===== src/design/link_diag_defs.vh =====
// Purpose: Constants of the link diagnostics, quality monitor and interrupt block.
// Assumes: 125 MHz system clock; register indices are word indices on APB.
// Notes:   Byte address of a register is four times its index.
// Overview of operation
// - Interrupts off after reset; enable and mask gate.
// - Unmasked pending event drives pin low immediately.
// - Status upper byte shows every pending source.
// - Status read clears all but events of the same cycle; pin releases.
// - Mask 0060h unmasks energy and link sources.
// - Diagnostic registers live on page two.
// - Polarity inversion shown in two status registers.
// - Polarity valid only 10 Mb or autonegotiated.
// - Crossover selection shown in status bit 14.
// - Cable length valid at 100 Mb link.
// - Frequency offset or control, low byte.
// - Variance period selectable 2, 4, 6, 8 ms.
// - 32-bit variance read as two halves.
// - Monitor control: enable and per-parameter warnings.
// - Variance has high warning on upper half only.
// - Extreme threshold disables its comparison.
// - Reset enable restarts adaption on violation.
// - Signal detect option zero also drops link.
// - Sample flag latches selected parameter value.
// - Output enable bit makes pin interrupt output.
// - Warning only when strictly beyond threshold.
`ifndef LINK_DIAG_DEFS_VH
`define LINK_DIAG_DEFS_VH

// Register indices.
`define IDX_PHY_STATUS      5'h10
`define IDX_IRQ_CONTROL     5'h11
`define IDX_IRQ_STATUS      5'h12
`define IDX_PAGE_SELECT     5'h13
`define IDX_CABLE_LENGTH    5'h14
`define IDX_FREQ_OFFSET     5'h15
`define IDX_TEN_MB_STATUS   5'h1a
`define IDX_VAR_CONTROL     5'h1a
`define IDX_VAR_DATA        5'h1b
`define IDX_QUALITY_CTRL_2  5'h1c
`define IDX_QUALITY_CTRL    5'h1d
`define IDX_QUALITY_DATA    5'h1e
`define DIAG_PAGE           16'h0002

// Interrupt control fields.
`define IRQ_OE_BIT          0
`define IRQ_MASTER_EN_BIT   1
// Interrupt status: mask in low byte, pending in high byte.
`define IRQ_ENERGY_SRC      5
`define IRQ_LINK_SRC        6
`define IRQ_QUALITY_SRC     7

// Status bit positions.
`define PHY_LINK_BIT        0
`define PHY_SPEED10_BIT     1
`define PHY_POLARITY_BIT    12
`define PHY_MDIX_BIT        14
`define TEN_POLARITY_BIT    4
`define FREQ_SEL_BIT        15

// Variance control fields.
`define VAR_EN_BIT          0
`define VAR_SEL_LSB         1

// Quality monitor fields.
`define LQ_ENABLE_BIT       15
`define LQ_RESET_EN_LSB     10
`define LQ2_VAR_WARN_BIT    0
`define LQ2_VAR_RESET_BIT   1
`define LQD_SAMPLE_BIT      13
`define LQD_WRITE_THR_BIT   12
`define LQD_SEL_LSB         9
`define LQD_HIGH_BIT        8
`define LQ_NUM_PARAMS       5

// Reset values.
`define RST_ZERO16          16'h0000
`define THR_SIGNED_MIN      8'h80
`define THR_SIGNED_MAX      8'h7f
`define THR_UNSIGNED_MIN    8'h00
`define THR_UNSIGNED_MAX    8'hff
`define THR_VAR_MAX         16'hffff

// Timing.
`define CLK_PERIOD_NS       8
`define VAR_STEP_NS         2000000
`define VAR_STEP_CYCLES     (`VAR_STEP_NS / `CLK_PERIOD_NS)

`endif


===== src/design/threshold_compare.v =====
// Purpose: Strict high and low threshold comparison of one adapted parameter.
// Assumes: Value and thresholds share one encoding, signed or unsigned.
// Notes:   Equal values never warn.
`timescale 1ns/1ps
module threshold_compare #(
    parameter W      = 8,
    parameter SIGNED = 1
) (
    // Operands.
    input  wire [W-1:0] value,
    input  wire [W-1:0] thr_high,
    input  wire [W-1:0] thr_low,
    // Results.
    output wire         above_high,
    output wire         below_low
);
    // Flipping the sign bit maps signed order onto unsigned order.
    wire [W-1:0] flip = SIGNED ? {1'b1, {(W-1){1'b0}}} : {W{1'b0}};
    wire [W-1:0] v    = value ^ flip;
    wire [W-1:0] h    = thr_high ^ flip;
    wire [W-1:0] l    = thr_low ^ flip;

    assign above_high = (v > h);
    assign below_low  = (v < l);
endmodule // threshold_compare


===== src/design/link_diag_quality_irq.v =====
// Purpose: Link diagnostics status, quality monitor and interrupt logic on APB.
// Assumes: Core inputs are synchronous to sys_clk; APB word index is paddr[6:2].
// Notes:   Registers at index 10h to 13h are visible on every page.
`timescale 1ns/1ps
`include "link_diag_defs.vh"
module link_diag_quality_irq #(
    parameter VAR_STEP_CYCLES = `VAR_STEP_CYCLES
) (
    // Clock and reset.
    input  wire        sys_clk,
    input  wire        reset,
    // APB slave.
    input  wire        psel,
    input  wire        penable,
    input  wire        pwrite,
    input  wire [31:0] paddr,
    input  wire [31:0] pwdata,
    output reg  [31:0] prdata,
    output reg         pready,
    output reg         pslverr,
    // Link state from the transceiver core.
    input  wire        link_up,
    input  wire        speed_100,
    input  wire        autoneg_mode,
    input  wire        polarity_inverted,
    input  wire        mdix_active,
    input  wire        signal_detect_option,
    input  wire [7:0]  cable_length,
    // Adapted parameters from the signal processor.
    input  wire [7:0]  equalizer_coefficient,
    input  wire [7:0]  adaptive_gain,
    input  wire [7:0]  baseline_wander,
    input  wire [7:0]  frequency_offset,
    input  wire [7:0]  frequency_control,
    input  wire [7:0]  squared_error,
    // Interrupt events from elsewhere in the device.
    input  wire [4:0]  other_events,
    input  wire        energy_change_evt,
    input  wire        link_change_evt,
    // Shared power-down and interrupt pin, open drain.
    input  wire        powerdown_irq_pin_in,
    output reg         powerdown_irq_pin_out,
    output reg         powerdown_irq_pin_oe,
    // Control to the core.
    output reg         power_down_req,
    output reg         adaption_restart,
    output reg         link_status_drop
);
    // Registers.
    reg  [15:0] irq_control_reg_r;
    reg  [7:0]  irq_mask_r;
    reg  [7:0]  irq_pending_r;
    reg  [7:0]  irq_pending_nxt;
    reg  [15:0] page_select_reg_r;
    reg         freq_sel_r;
    reg  [15:0] var_control_r;
    reg  [20:0] var_cnt_r;
    reg  [1:0]  var_step_r;
    reg  [31:0] var_acc_r;
    reg  [31:0] var_sum_r;
    reg  [15:0] var_hold_r;
    reg         var_phase_r;
    reg         lq_enable_r;
    reg  [4:0]  lq_reset_en_r;
    reg  [9:0]  lq_warn_r;
    reg  [9:0]  lq_warn_nxt;
    reg         lq_var_reset_en_r;
    reg         lq_var_warn_r;
    reg  [7:0]  sample_r;
    reg  [2:0]  sel_r;
    reg  [7:0]  thr_high_r [0:4];
    reg  [7:0]  thr_low_r  [0:4];
    reg  [15:0] thr_var_r;
    reg  [15:0] rd_mux;
    reg         rd_hit;

    wire [4:0]  idx      = paddr[6:2];
    wire        setup    = psel & ~penable;
    wire        access   = psel & penable & pready;
    wire        wr_acc   = access & pwrite & ~pslverr;
    wire        rd_acc   = access & ~pwrite & ~pslverr;
    wire        page2    = (page_select_reg_r == `DIAG_PAGE);
    wire        speed10  = ~speed_100;
    wire        link100  = link_up & speed_100;
    wire        pol_ok   = polarity_inverted & (speed10 | autoneg_mode);
    wire [7:0]  adapted [0:4];
    wire [4:0]  above;
    wire [4:0]  below;
    wire        var_above;
    wire [4:0]  viol;
    wire        var_viol;
    wire        restart;
    wire        wr_qdata = wr_acc & page2 & (idx == `IDX_QUALITY_DATA);
    wire [2:0]  wsel     = pwdata[`LQD_SEL_LSB+2:`LQD_SEL_LSB];
    wire [20:0] var_top;

    assign adapted[0] = equalizer_coefficient;
    assign adapted[1] = adaptive_gain;
    assign adapted[2] = baseline_wander;
    assign adapted[3] = frequency_offset;
    assign adapted[4] = frequency_control;

    // Only the gain parameter is unsigned.
    genvar g;
    generate
        for (g = 0; g < `LQ_NUM_PARAMS; g = g + 1) begin : cmp
            threshold_compare #(.W(8), .SIGNED(g != 1)) u_cmp (
                .value      (adapted[g]),
                .thr_high   (thr_high_r[g]),
                .thr_low    (thr_low_r[g]),
                .above_high (above[g]),
                .below_low  ()
            );
            assign below[g] = (g == 1) ? (adapted[g] < thr_low_r[g])
                            : ((adapted[g] ^ 8'h80) < (thr_low_r[g] ^ 8'h80));
            assign viol[g]  = lq_enable_r & (above[g] | below[g]);
        end
    endgenerate

    threshold_compare #(.W(16), .SIGNED(0)) u_var_cmp (
        .value      (var_sum_r[31:16]),
        .thr_high   (thr_var_r),
        .thr_low    (16'h0000),
        .above_high (var_above),
        .below_low  ()
    );
    assign var_viol = lq_enable_r & var_above;
    assign restart  = |(viol & lq_reset_en_r) | (var_viol & lq_var_reset_en_r);

    // Read multiplexer; page-two registers hide on other pages.
    always @* begin
        rd_mux = 16'h0000;
        rd_hit = 1'b1;
        case (idx)
            `IDX_PHY_STATUS: begin
                rd_mux[`PHY_LINK_BIT]     = link_up;
                rd_mux[`PHY_SPEED10_BIT]  = speed10;
                rd_mux[`PHY_POLARITY_BIT] = pol_ok;
                rd_mux[`PHY_MDIX_BIT]     = mdix_active;
            end
            `IDX_IRQ_CONTROL: rd_mux = irq_control_reg_r;
            `IDX_IRQ_STATUS:  rd_mux = {irq_pending_r, irq_mask_r};
            `IDX_PAGE_SELECT: rd_mux = page_select_reg_r;
            `IDX_CABLE_LENGTH: begin
                rd_mux = {8'h00, link100 ? cable_length : 8'h00};
                rd_hit = page2;
            end
            `IDX_FREQ_OFFSET: begin
                rd_mux[`FREQ_SEL_BIT] = freq_sel_r;
                rd_mux[7:0] = ~link100 ? 8'h00
                            : (freq_sel_r ? frequency_control : frequency_offset);
                rd_hit = page2;
            end
            `IDX_VAR_CONTROL: begin
                rd_mux = page2 ? var_control_r : {11'd0, pol_ok, 4'd0};
            end
            `IDX_VAR_DATA: begin
                rd_mux = var_phase_r ? var_hold_r : var_sum_r[15:0];
                rd_hit = page2;
            end
            `IDX_QUALITY_CTRL_2: begin
                rd_mux = {14'd0, lq_var_reset_en_r, lq_var_warn_r};
                rd_hit = page2;
            end
            `IDX_QUALITY_CTRL: begin
                rd_mux = {lq_enable_r, lq_reset_en_r, lq_warn_r};
                rd_hit = page2;
            end
            `IDX_QUALITY_DATA: begin
                rd_mux = {4'h0, sel_r, 9'h000} | {8'h00, sample_r};
                rd_hit = page2;
            end
            default: rd_hit = 1'b0;
        endcase
    end

    // APB answer: data latched in setup, access phase lasts one cycle.
    always @(posedge sys_clk) begin
        if (reset) begin
            prdata  <= 32'h0000_0000;
            pready  <= 1'b0;
            pslverr <= 1'b0;
        end else begin
            pready  <= setup;
            pslverr <= setup & ~rd_hit;
            if (setup) begin
                prdata <= (rd_hit & ~pwrite) ? {16'h0000, rd_mux} : 32'h0000_0000;
            end
        end
    end

    // Interrupt pending bits.
    always @* begin
        irq_pending_nxt = irq_pending_r;
        if (rd_acc & (idx == `IDX_IRQ_STATUS)) begin
            irq_pending_nxt = 8'h00;
        end
        irq_pending_nxt = irq_pending_nxt
                        | {3'b000, other_events}
                        | ({7'd0, energy_change_evt} << `IRQ_ENERGY_SRC)
                        | ({7'd0, link_change_evt} << `IRQ_LINK_SRC)
                        | ({7'd0, |(viol & ~lq_warn_r[4:0]) | (var_viol & ~lq_var_warn_r)}
                           << `IRQ_QUALITY_SRC);
    end

    // Control and interrupt registers.
    always @(posedge sys_clk) begin
        if (reset) begin
            irq_control_reg_r <= `RST_ZERO16;
            irq_mask_r        <= 8'h00;
            irq_pending_r     <= 8'h00;
            page_select_reg_r <= `RST_ZERO16;
            freq_sel_r        <= 1'b0;
            var_control_r     <= `RST_ZERO16;
        end else begin
            irq_pending_r <= irq_pending_nxt;
            if (wr_acc) begin
                case (idx)
                    `IDX_IRQ_CONTROL: irq_control_reg_r <= {14'd0, pwdata[1:0]};
                    `IDX_IRQ_STATUS:  irq_mask_r <= pwdata[7:0];
                    `IDX_PAGE_SELECT: page_select_reg_r <= pwdata[15:0];
                    `IDX_FREQ_OFFSET: begin
                        if (page2) begin
                            freq_sel_r <= pwdata[`FREQ_SEL_BIT];
                        end
                    end
                    `IDX_VAR_CONTROL: begin
                        if (page2) begin
                            var_control_r <= {13'd0, pwdata[2:0]};
                        end
                    end
                    default: ;
                endcase
            end
        end
    end

    // Shared pin: open drain, driven low for an unmasked pending event.
    always @(posedge sys_clk) begin
        if (reset) begin
            powerdown_irq_pin_out <= 1'b0;
            powerdown_irq_pin_oe  <= 1'b0;
            power_down_req        <= 1'b0;
        end else begin
            powerdown_irq_pin_out <= 1'b0;
            powerdown_irq_pin_oe  <= irq_control_reg_r[`IRQ_OE_BIT]
                                   & irq_control_reg_r[`IRQ_MASTER_EN_BIT]
                                   & (|(irq_pending_nxt & irq_mask_r));
            power_down_req        <= ~irq_control_reg_r[`IRQ_OE_BIT] & ~powerdown_irq_pin_in;
        end
    end

    // period of 1 to 4 steps
    assign var_top = (21'd1 + {19'd0, var_control_r[`VAR_SEL_LSB+1:`VAR_SEL_LSB]})
                   * VAR_STEP_CYCLES[20:0] - 21'd1;

    // Variance accumulation and two-part read.
    always @(posedge sys_clk) begin
        if (reset) begin
            var_cnt_r   <= 21'd0;
            var_step_r  <= 2'd0;
            var_acc_r   <= 32'h0000_0000;
            var_sum_r   <= 32'h0000_0000;
            var_hold_r  <= 16'h0000;
            var_phase_r <= 1'b0;
        end else begin
            var_step_r <= 2'd0;
            if (var_control_r[`VAR_EN_BIT]) begin
                if (var_cnt_r >= var_top) begin
                    var_cnt_r <= 21'd0;
                    var_acc_r <= 32'h0000_0000;
                    var_sum_r <= var_acc_r + {24'd0, squared_error};
                end else begin
                    var_cnt_r <= var_cnt_r + 21'd1;
                    var_acc_r <= var_acc_r + {24'd0, squared_error};
                end
            end else begin
                var_cnt_r <= 21'd0;
                var_acc_r <= 32'h0000_0000;
            end
            // low half then held high half
            if (rd_acc & page2 & (idx == `IDX_VAR_DATA)) begin
                var_phase_r <= ~var_phase_r;
                if (!var_phase_r) begin
                    var_hold_r <= var_sum_r[31:16];
                end
            end
        end
    end

    // Quality warnings are sticky until their register is read.
    always @* begin
        lq_warn_nxt = lq_warn_r;
        if (rd_acc & page2 & (idx == `IDX_QUALITY_CTRL)) begin
            lq_warn_nxt = 10'd0;
        end
        lq_warn_nxt = lq_warn_nxt | {viol & below, viol & above};
    end

    // Quality monitor control, thresholds and sampling.
    integer i;
    always @(posedge sys_clk) begin
        if (reset) begin
            lq_enable_r       <= 1'b0;
            lq_reset_en_r     <= 5'd0;
            lq_warn_r         <= 10'd0;
            lq_var_reset_en_r <= 1'b0;
            lq_var_warn_r     <= 1'b0;
            sample_r          <= 8'h00;
            sel_r             <= 3'd0;
            thr_var_r         <= `THR_VAR_MAX;
            adaption_restart  <= 1'b0;
            link_status_drop  <= 1'b0;
            for (i = 0; i < `LQ_NUM_PARAMS; i = i + 1) begin
                thr_high_r[i] <= (i == 1) ? `THR_UNSIGNED_MAX : `THR_SIGNED_MAX;
                thr_low_r[i]  <= (i == 1) ? `THR_UNSIGNED_MIN : `THR_SIGNED_MIN;
            end
        end else begin
            lq_warn_r     <= lq_warn_nxt;
            lq_var_warn_r <= var_viol | (lq_var_warn_r
                           & ~(rd_acc & page2 & (idx == `IDX_QUALITY_CTRL_2)));
            adaption_restart <= restart;
            link_status_drop <= restart & ~signal_detect_option;
            if (wr_acc & page2 & (idx == `IDX_QUALITY_CTRL)) begin
                lq_enable_r   <= pwdata[`LQ_ENABLE_BIT];
                lq_reset_en_r <= pwdata[`LQ_RESET_EN_LSB+4:`LQ_RESET_EN_LSB];
            end
            if (wr_acc & page2 & (idx == `IDX_QUALITY_CTRL_2)) begin
                lq_var_reset_en_r <= pwdata[`LQ2_VAR_RESET_BIT];
            end
            if (wr_qdata) begin
                sel_r <= wsel;
                if (pwdata[`LQD_SAMPLE_BIT]) begin
                    case (wsel)
                        3'd0:    sample_r <= equalizer_coefficient;
                        3'd1:    sample_r <= adaptive_gain;
                        3'd2:    sample_r <= baseline_wander;
                        3'd3:    sample_r <= frequency_offset;
                        3'd4:    sample_r <= frequency_control;
                        3'd5:    sample_r <= var_sum_r[23:16];
                        default: sample_r <= 8'h00;
                    endcase
                end else if (pwdata[`LQD_WRITE_THR_BIT]) begin
                    if (wsel < 3'd5) begin
                        if (pwdata[`LQD_HIGH_BIT]) begin
                            thr_high_r[wsel] <= pwdata[7:0];
                        end else begin
                            thr_low_r[wsel] <= pwdata[7:0];
                        end
                    end else if ((wsel == 3'd5) & pwdata[`LQD_HIGH_BIT]) begin
                        thr_var_r <= {pwdata[7:0], 8'h00};
                    end
                end
            end
        end
    end
endmodule // link_diag_quality_irq


===== config.mk =====
export PLATFORM = sky130hd
export DESIGN_NAME = link_diag_quality_irq
export DESIGN_NICKNAME = d
export VERILOG_FILES = /design/src/design/threshold_compare.v /design/src/design/link_diag_quality_irq.v
export VERILOG_INCLUDE_DIRS = /design/src /design/src/design
export SDC_FILE = /design/constraint.sdc
export NUM_CORES = 1
export LEC_CHECK = 0
export ABC_CLOCK_PERIOD_IN_PS = 5600
export BUFFER_PORTS_ARGS = -buffer_cell sky130_fd_sc_hd__clkbuf_2
export CORE_MARGIN = 2
export CORE_UTILIZATION = 57
export DETAILED_ROUTE_END_ITERATION = 10
export PLACE_DENSITY_LB_ADDON = 0.25
export SYNTH_ARGS = -nofsm -noshare
export SYNTH_HDL_FRONTEND = slang
export SYNTH_HIERARCHICAL = 1
export SYNTH_SLANG_ARGS = --single-unit

===== constraint.sdc =====
create_clock -name sys_clk -period 5.6 [get_ports sys_clk]
set_clock_uncertainty 0.1 [all_clocks]
set_input_delay 1.12 -clock sys_clk [delete_from_list [all_inputs] [get_ports sys_clk]]
set_output_delay 1.12 -clock sys_clk [all_outputs]
set_load 0.02 [all_outputs]

==> Word level (Yosys, flattened, before mapping) <==
Memory sizes are Yosys's and may differ from the RTL's.
Cells that the tools add are included.
{ "totals": {"memories": 2, "latch_bits": 0, "ramBits": 80, "input_bits": 139, "elab_cells": 201, "output_inout_bits": 39, "register_bits": 223, "mem_bits_ro": 0} }
{ "op_classes": {"magnitude_cmp": 13, "shifts": 0, "reduce_logical": 18, "n_eq_ne": 17, "mul": 1, "bitwise_logic": 81, "addsub": 4, "div_mod_pow": 0, "mux": 39} }
{ "mem_list": {"columns": ["name", "words", "width", "rd", "rd_ports_with_merged_regs", "wr", "line_no", "text"], "rows": [
  ["thr_high_r", 5, 8, 5, 0, 5, "link_diag_quality_irq.v:71", "reg [7:0] thr_high_r [0:4];"],
  ["thr_low_r", 5, 8, 5, 0, 5, "link_diag_quality_irq.v:72", "reg [7:0] thr_low_r [0:4];"]
]} }
{ "ops": {"columns": ["operator", "count"], "rows": [
  ["$eq A5 B5 Y1 const B", 11],
  ["$mux W8", 6],
  ["$pmux W6 S8", 1],
  ["$pmux W8 S6", 1],
  ["$gt A8 B8 Y1", 5],
  ["$lt A8 B8 Y1", 5],
  ["$and A1 B1 Y1", 34],
  ["$add A32 B8 Y32", 1],
  ["$mux W16", 2],
  ["$not A1 Y1", 26],
  ["$pmux W4 S6", 1],
  ["$reduce_or A8 Y1", 3],
  ["$pmux W2 S11", 1],
  ["$add A21 B1 Y21 const B", 1],
  ["$ge A21 B21 Y1", 1],
  ["$pmux W1 S7", 3],
  ["$sub A21 B1 Y21 const B", 1],
  ["$and A5 B5 Y5", 4],
  ["$mux W1", 18],
  ["$mul A3 B14 Y17 const B", 1],
  ["$eq A16 B2 Y1 const B", 1],
  ["$gt A16 B16 Y1", 1],
  ["$reduce_or A5 Y1", 3],
  ["$or A12 B8 Y12", 1],
  ["other kinds (24)", 41]
]} }

==> Logic depth before layout (Yosys ltp) <==
{ "depth": {"ltp_word": 13, "mapped_depth": 16, "depth_no_buf": 14} }

==> Cells and area by module <==
Netlist, hierarchy kept.
{ "by_module_without_submodules": {"columns": ["mod", "seq_area_each_um2", "area_per_inst_um2", "instances", "cells_each"], "rows": [
  ["link_diag_quality_irq", 6406.1, 14323.7, 1, 1566],
  ["threshold_compare at cmp[0].u_cmp ...", 0.0, 371.6, 4, 48],
  ["threshold_compare at u_var_cmp", 0.0, 795.8, 1, 109],
  ["threshold_compare at cmp[1].u_cmp", 0.0, 375.4, 1, 49]
]} }

==> Worst setup path before layout <==
OpenSTA, ideal clock, no wires.
{ "synth_path": {"path_type": "reg-to-reg", "startpoint": "register var_control_r[1]", "endpoint": "register var_acc_r[6]", "t_arrival_ns": 3.888, "required_time_ns": 5.382, "n_path_buf": 2, "path_stages_with_launch": 17, "slack_ns": 1.494, "cell_sequence": "dfxtp_1 -> inv_1 -> ha_1 -> xnor2_1 -> ha_1 -> fa_1 -> a211o_1 -> xnor2_1 -> ha_1 -> nand2_1 -> nor2_1 -> or4b_1 -> and3_1 -> buf_2 -> o211ai_4 -> buf_6 -> nor2_1"} }
{ "synth_via": {"elab_chain_len": 5} }
{ "synth_rtl": {"columns": ["element", "line_no", "text"], "rows": [
  ["start: declaration", "link_diag_quality_irq.v:56", "reg [15:0] var_control_r;"],
  ["start signal: assignment", "link_diag_quality_irq.v:214", "var_control_r <= `RST_ZERO16;"],
  ["start signal: assignment", "link_diag_quality_irq.v:229", "var_control_r <= {13'd0, pwdata[2:0]};"],
  ["$add A1 B2 Y3", "link_diag_quality_irq.v:254", "assign var_top = (21'd1 + {19'd0, var_control_r[`VAR_SEL_LSB+1:`VAR_SEL_LSB]})"],
  ["$mul A3 B14 Y17", "link_diag_quality_irq.v:254", null],
  ["$sub A21 B1 Y21", "link_diag_quality_irq.v:254", null],
  ["$ge A21 B21 Y1", "link_diag_quality_irq.v:269", "if (var_cnt_r >= var_top) begin"],
  ["$reduce_or A3 Y1 (no source line)", null, null],
  ["end signal: assignment", "link_diag_quality_irq.v:275", "var_acc_r <= var_acc_r + {24'd0, squared_error};"],
  ["end: declaration", "link_diag_quality_irq.v:59", "reg [31:0] var_acc_r;"]
]} }
Every way passes these cells.
A chain may end at the register's enable or synchronous reset.

==> Worst setup path in the final report <==
{ "layout_path": {"startpoint": "register var_control_r[1]", "endpoint": "register var_acc_r[29]"} }
Same word-level chain as after synthesis.

==> results.py <==
metrics = {
    "run_status": {
        "status": "completed",
    },
    "routing": {
        "drcViolationCount": 0,
        "postRouteWirelength_um": 43500,
        "detailroute.via_count": 13300,
        "final_antenna_net_count": 0,
        "route.detailed.wl_per_inst_um": 19.9,
        "drt-vias-per-instance": 6.07,
        "drt_first_pass_iters": 6,
        "detailedRoute.firstIterationViolations": 1230,
    },
    "clock_network": {
        "clk_path_buf_depth": 3,
        "number_of_buffers_created_by_cts": 31,
        "cts_post_setup_buffers_inserted": 0,
        "number_of_buffers_inserted_by_hold_repair_at_cts": 0,
        "tritoncts": "built",
        "h-tree-depth": 1,
        "root_buffer": "sky130_fd_sc_hd__clkbuf_16",
        "clock_sink_count": 280,
        "cts.reportedPaths.clkPinSlew_ns": 0.06,
        "insertion_delay_ns": 0.56,
        "cts_repair_resize_count": 0,
    },
    "critical_path": {
        "crit_buf_inv": 2,
        "cp_data_arrival_time_ns": 5.27,
        "crit_required_ns": 5.93,
        "crit_type": "register to register",
        "critPathSlowestCell": "sky130_fd_sc_hd__dfxtp_1",
        "register_to_register_setup_slack_ns": 0.66,
        "r2r_end": "var_acc_r[29]",
        "critical_path_peak_fanout": 53,
        "setup.worst_path.start_class": "register",
        "rr_worst_depth": 15,
        "critical_path.top_delay_family": "adder cells",
        "crit_top_cell": "sky130_fd_sc_hd__ha_1",
        "slowest_stage_delay_cp_ns": 0.60,
        "timing.critical_path.to_type": "register",
        "crit_path_cell_trace": "inv_1, ha_1, xnor2_1, ha_1, fa_1, a211o_1, xnor2_1, ha_1, nand2_1, nor2_1, or4b_1, and3_1, o211ai_4, buf_4, nor2_1",
        "timing.rr.start": "var_control_r[1]",
    },
    "timing": {
        "setup_total_negative_slack_ns": 0,
        "finish_stage_setup_viols": 0,
        "tightestPinTransition_ns": 1.22,
        "postLayoutSetupSlackWorst_ns": 0.659,
        "slew-limit-headroom_pct": 18.1,
        "whs_ns": 0.354,
        "final_max_slew_viol_count": 0,
        "hold_viol": 0,
        "rsz0062_at_grt": "no",
        "period_share_pct": 88.2,
        "fmaxAchievable_mhz": 202,
        "final_worst_path_period_need_ns": 4.94,
    },
    "global_route": {
        "via_count_of_the_first_global_routing_pass": 12800,
        "grt-ovfl-total": 0,
        "first_pass_grt_wire_length_um": 67500,
        "grt.total_usage_pct": 29.8,
        "grt_max_degree": 73,
        "antenna_found_initial": 1,
    },
    "power": {
        "vdd.ir_drop.worst_uv": 239,
        "power.share.sequential_pct": 47.1,
        "cellInternalPower_mw": 3.41,
        "switching_share_pct": 23.6,
        "net-switching-power_mw": 1.05,
        "power_per_cell_area_nw_per_um2": 257,
        "share_comb_of_total_power_pct": 7.0,
        "clkPwrFrac_pct": 45.9,
        "total_leakage_power_nw": 6.86,
    },
    "finish": {
        "post-route-cell-area_sq_um": 17400,
        "area.growth.synth_to_final_pct": 10.6,
        "top_library_cells_by_usage_in_the_layout_fill_and_taps_aside": "sky130_fd_sc_hd__dfxtp_1 (200), sky130_fd_sc_hd__nor2_1 (166), sky130_fd_sc_hd__nand2_1 (137), sky130_fd_sc_hd__a21oi_1 (132), sky130_fd_sc_hd__ha_1 (129)",
        "layout_commonest_cell": "sky130_fd_sc_hd__dfxtp_1",
        "final_layout_size_suffix_gt1_share_pct": 11.4,
        "fill_cells": 2239,
        "final_nets": 2093,
        "diodes": 0,
    },
    "placed_design": {
        "total_half_perimeter_wirelength_after_legalization_and_detailed_placement_um": 31700,
        "place_ws_ns": 0.692,
        "port-buffer-count": 117,
        "gp_congestion": 0.995,
        "detailed_place.area_sq_um": 16400,
    },
    "min_path": {
        "min_delay_worst_endpoint": "prdata[13]",
        "holdCritPathClass": "register to register",
        "timing.hold.worst_path_depth": 2,
        "hold_path.startpoint": "prdata[13]",
    },
    "die": {
        "core_region_area_sq_um": 27000,
        "initial_core_util_pct": 58.1,
        "die_w_um": 170,
        "die_y_um": 170,
        "die-area_sq_um": 28900,
        "fp-row-count": 60,
        "ioPinCount": 178,
    },
    "synth": {
        "postSynthAreaPerCell_sq_um": 8.94,
        "yosysWarningCount": 6,
        "post_synth_instance_area_sq_um": 15700,
        "synth_cells": 1757,
    },
    "run": {
        "timing.max_cap.violations": 0,
    },
}
-- worst reg2reg max path, cell delays in order, from the launching register on --
cell and delay, ns:
sky130_fd_sc_hd__dfxtp_1 0.60, sky130_fd_sc_hd__inv_1 0.27, sky130_fd_sc_hd__ha_1 0.39, sky130_fd_sc_hd__xnor2_1 0.15
sky130_fd_sc_hd__ha_1 0.25, sky130_fd_sc_hd__fa_1 0.49, sky130_fd_sc_hd__a211o_1 0.26, sky130_fd_sc_hd__xnor2_1 0.13
sky130_fd_sc_hd__ha_1 0.31, sky130_fd_sc_hd__nand2_1 0.07, sky130_fd_sc_hd__nor2_1 0.12, sky130_fd_sc_hd__or4b_1 0.51
sky130_fd_sc_hd__and3_1 0.30, sky130_fd_sc_hd__o211ai_4 0.20, sky130_fd_sc_hd__buf_4 0.50, sky130_fd_sc_hd__nor2_1 0.14
-- routing by layer --
metal / share of wire (%) / track usage [%]
met5: 0.021 / 0
met4: 4.6 / 13.3
met3: 7.3 / 5.28
met2: 48 / 51.5
met1: 40 / 36.4
-- power by group through the flow --
stage,Combinational (mW),Sequential [mW],Clock (mW)
after CTS,0.306,2.10,2.06
after global placement,0.295,2.14,0
after global routing,0.336,2.10,2.14
final,0.312,2.10,2.05
after detailed placement,0.304,2.14,0
after floorplan,0.183,2.14,0
-- flip-flops by register name, indices dropped and copies added, names as in the netlist, 9 cells and up --
| signal | flops |
|---|---|
| thr_high_r | 40 |
| var_sum_r | 32 |
| var_cnt_r | 21 |
| thr_var_r | 9 |
| page_select_reg_r | 16 |
| lq_warn_r | 10 |
| prdata | 16 |
| var_hold_r | 16 |
| var_acc_r | 32 |
| thr_low_r | 40 |
-- worst max-delay path by stage --
stage | endpoint | slack (ns) | start | cells after the start
2_1_floorplan | var_acc_r[6] | 1.49 | var_control_r[1] | 16
3_3_place_gp | var_acc_r[28] | 0.85 | var_control_r[1] | 15
3_5_place_dp | var_acc_r[5] | 0.69 | var_control_r[1] | 15
4_1_cts | var_acc_r[5] | 0.67 | var_control_r[1] | 15
5_1_grt | var_acc_r[18] | 0.39 | var_control_r[1] | 15
6_report | var_acc_r[29] | 0.66 | var_control_r[1] | 15
-- final cells by class --
class | instances | area [sq um] | share of cell area (%)
clock buffers | 40 | 861 | 4.95
flip-flops and latches | 280 | 6410 | 36.9
multi-input cells | 1253 | 8370 | 48.2
repair buffers | 127 | 663 | 3.81
inverters | 130 | 488 | 2.81
well taps | 341 | 427 | 2.45
clock inverters | 17 | 168 | 0.964
-- stage by stage --
stage                     instances  util [%]  power (mW)
final                          2188      64.3        4.46
after global routing           2188      64.3        4.57
after CTS                      2188      64.3        4.47
after detailed placement       2131      60.5        2.45
after global placement         2131      60.5        2.44
after floorplan                1773         -        2.33
Power figures use the tool's default switching activity.
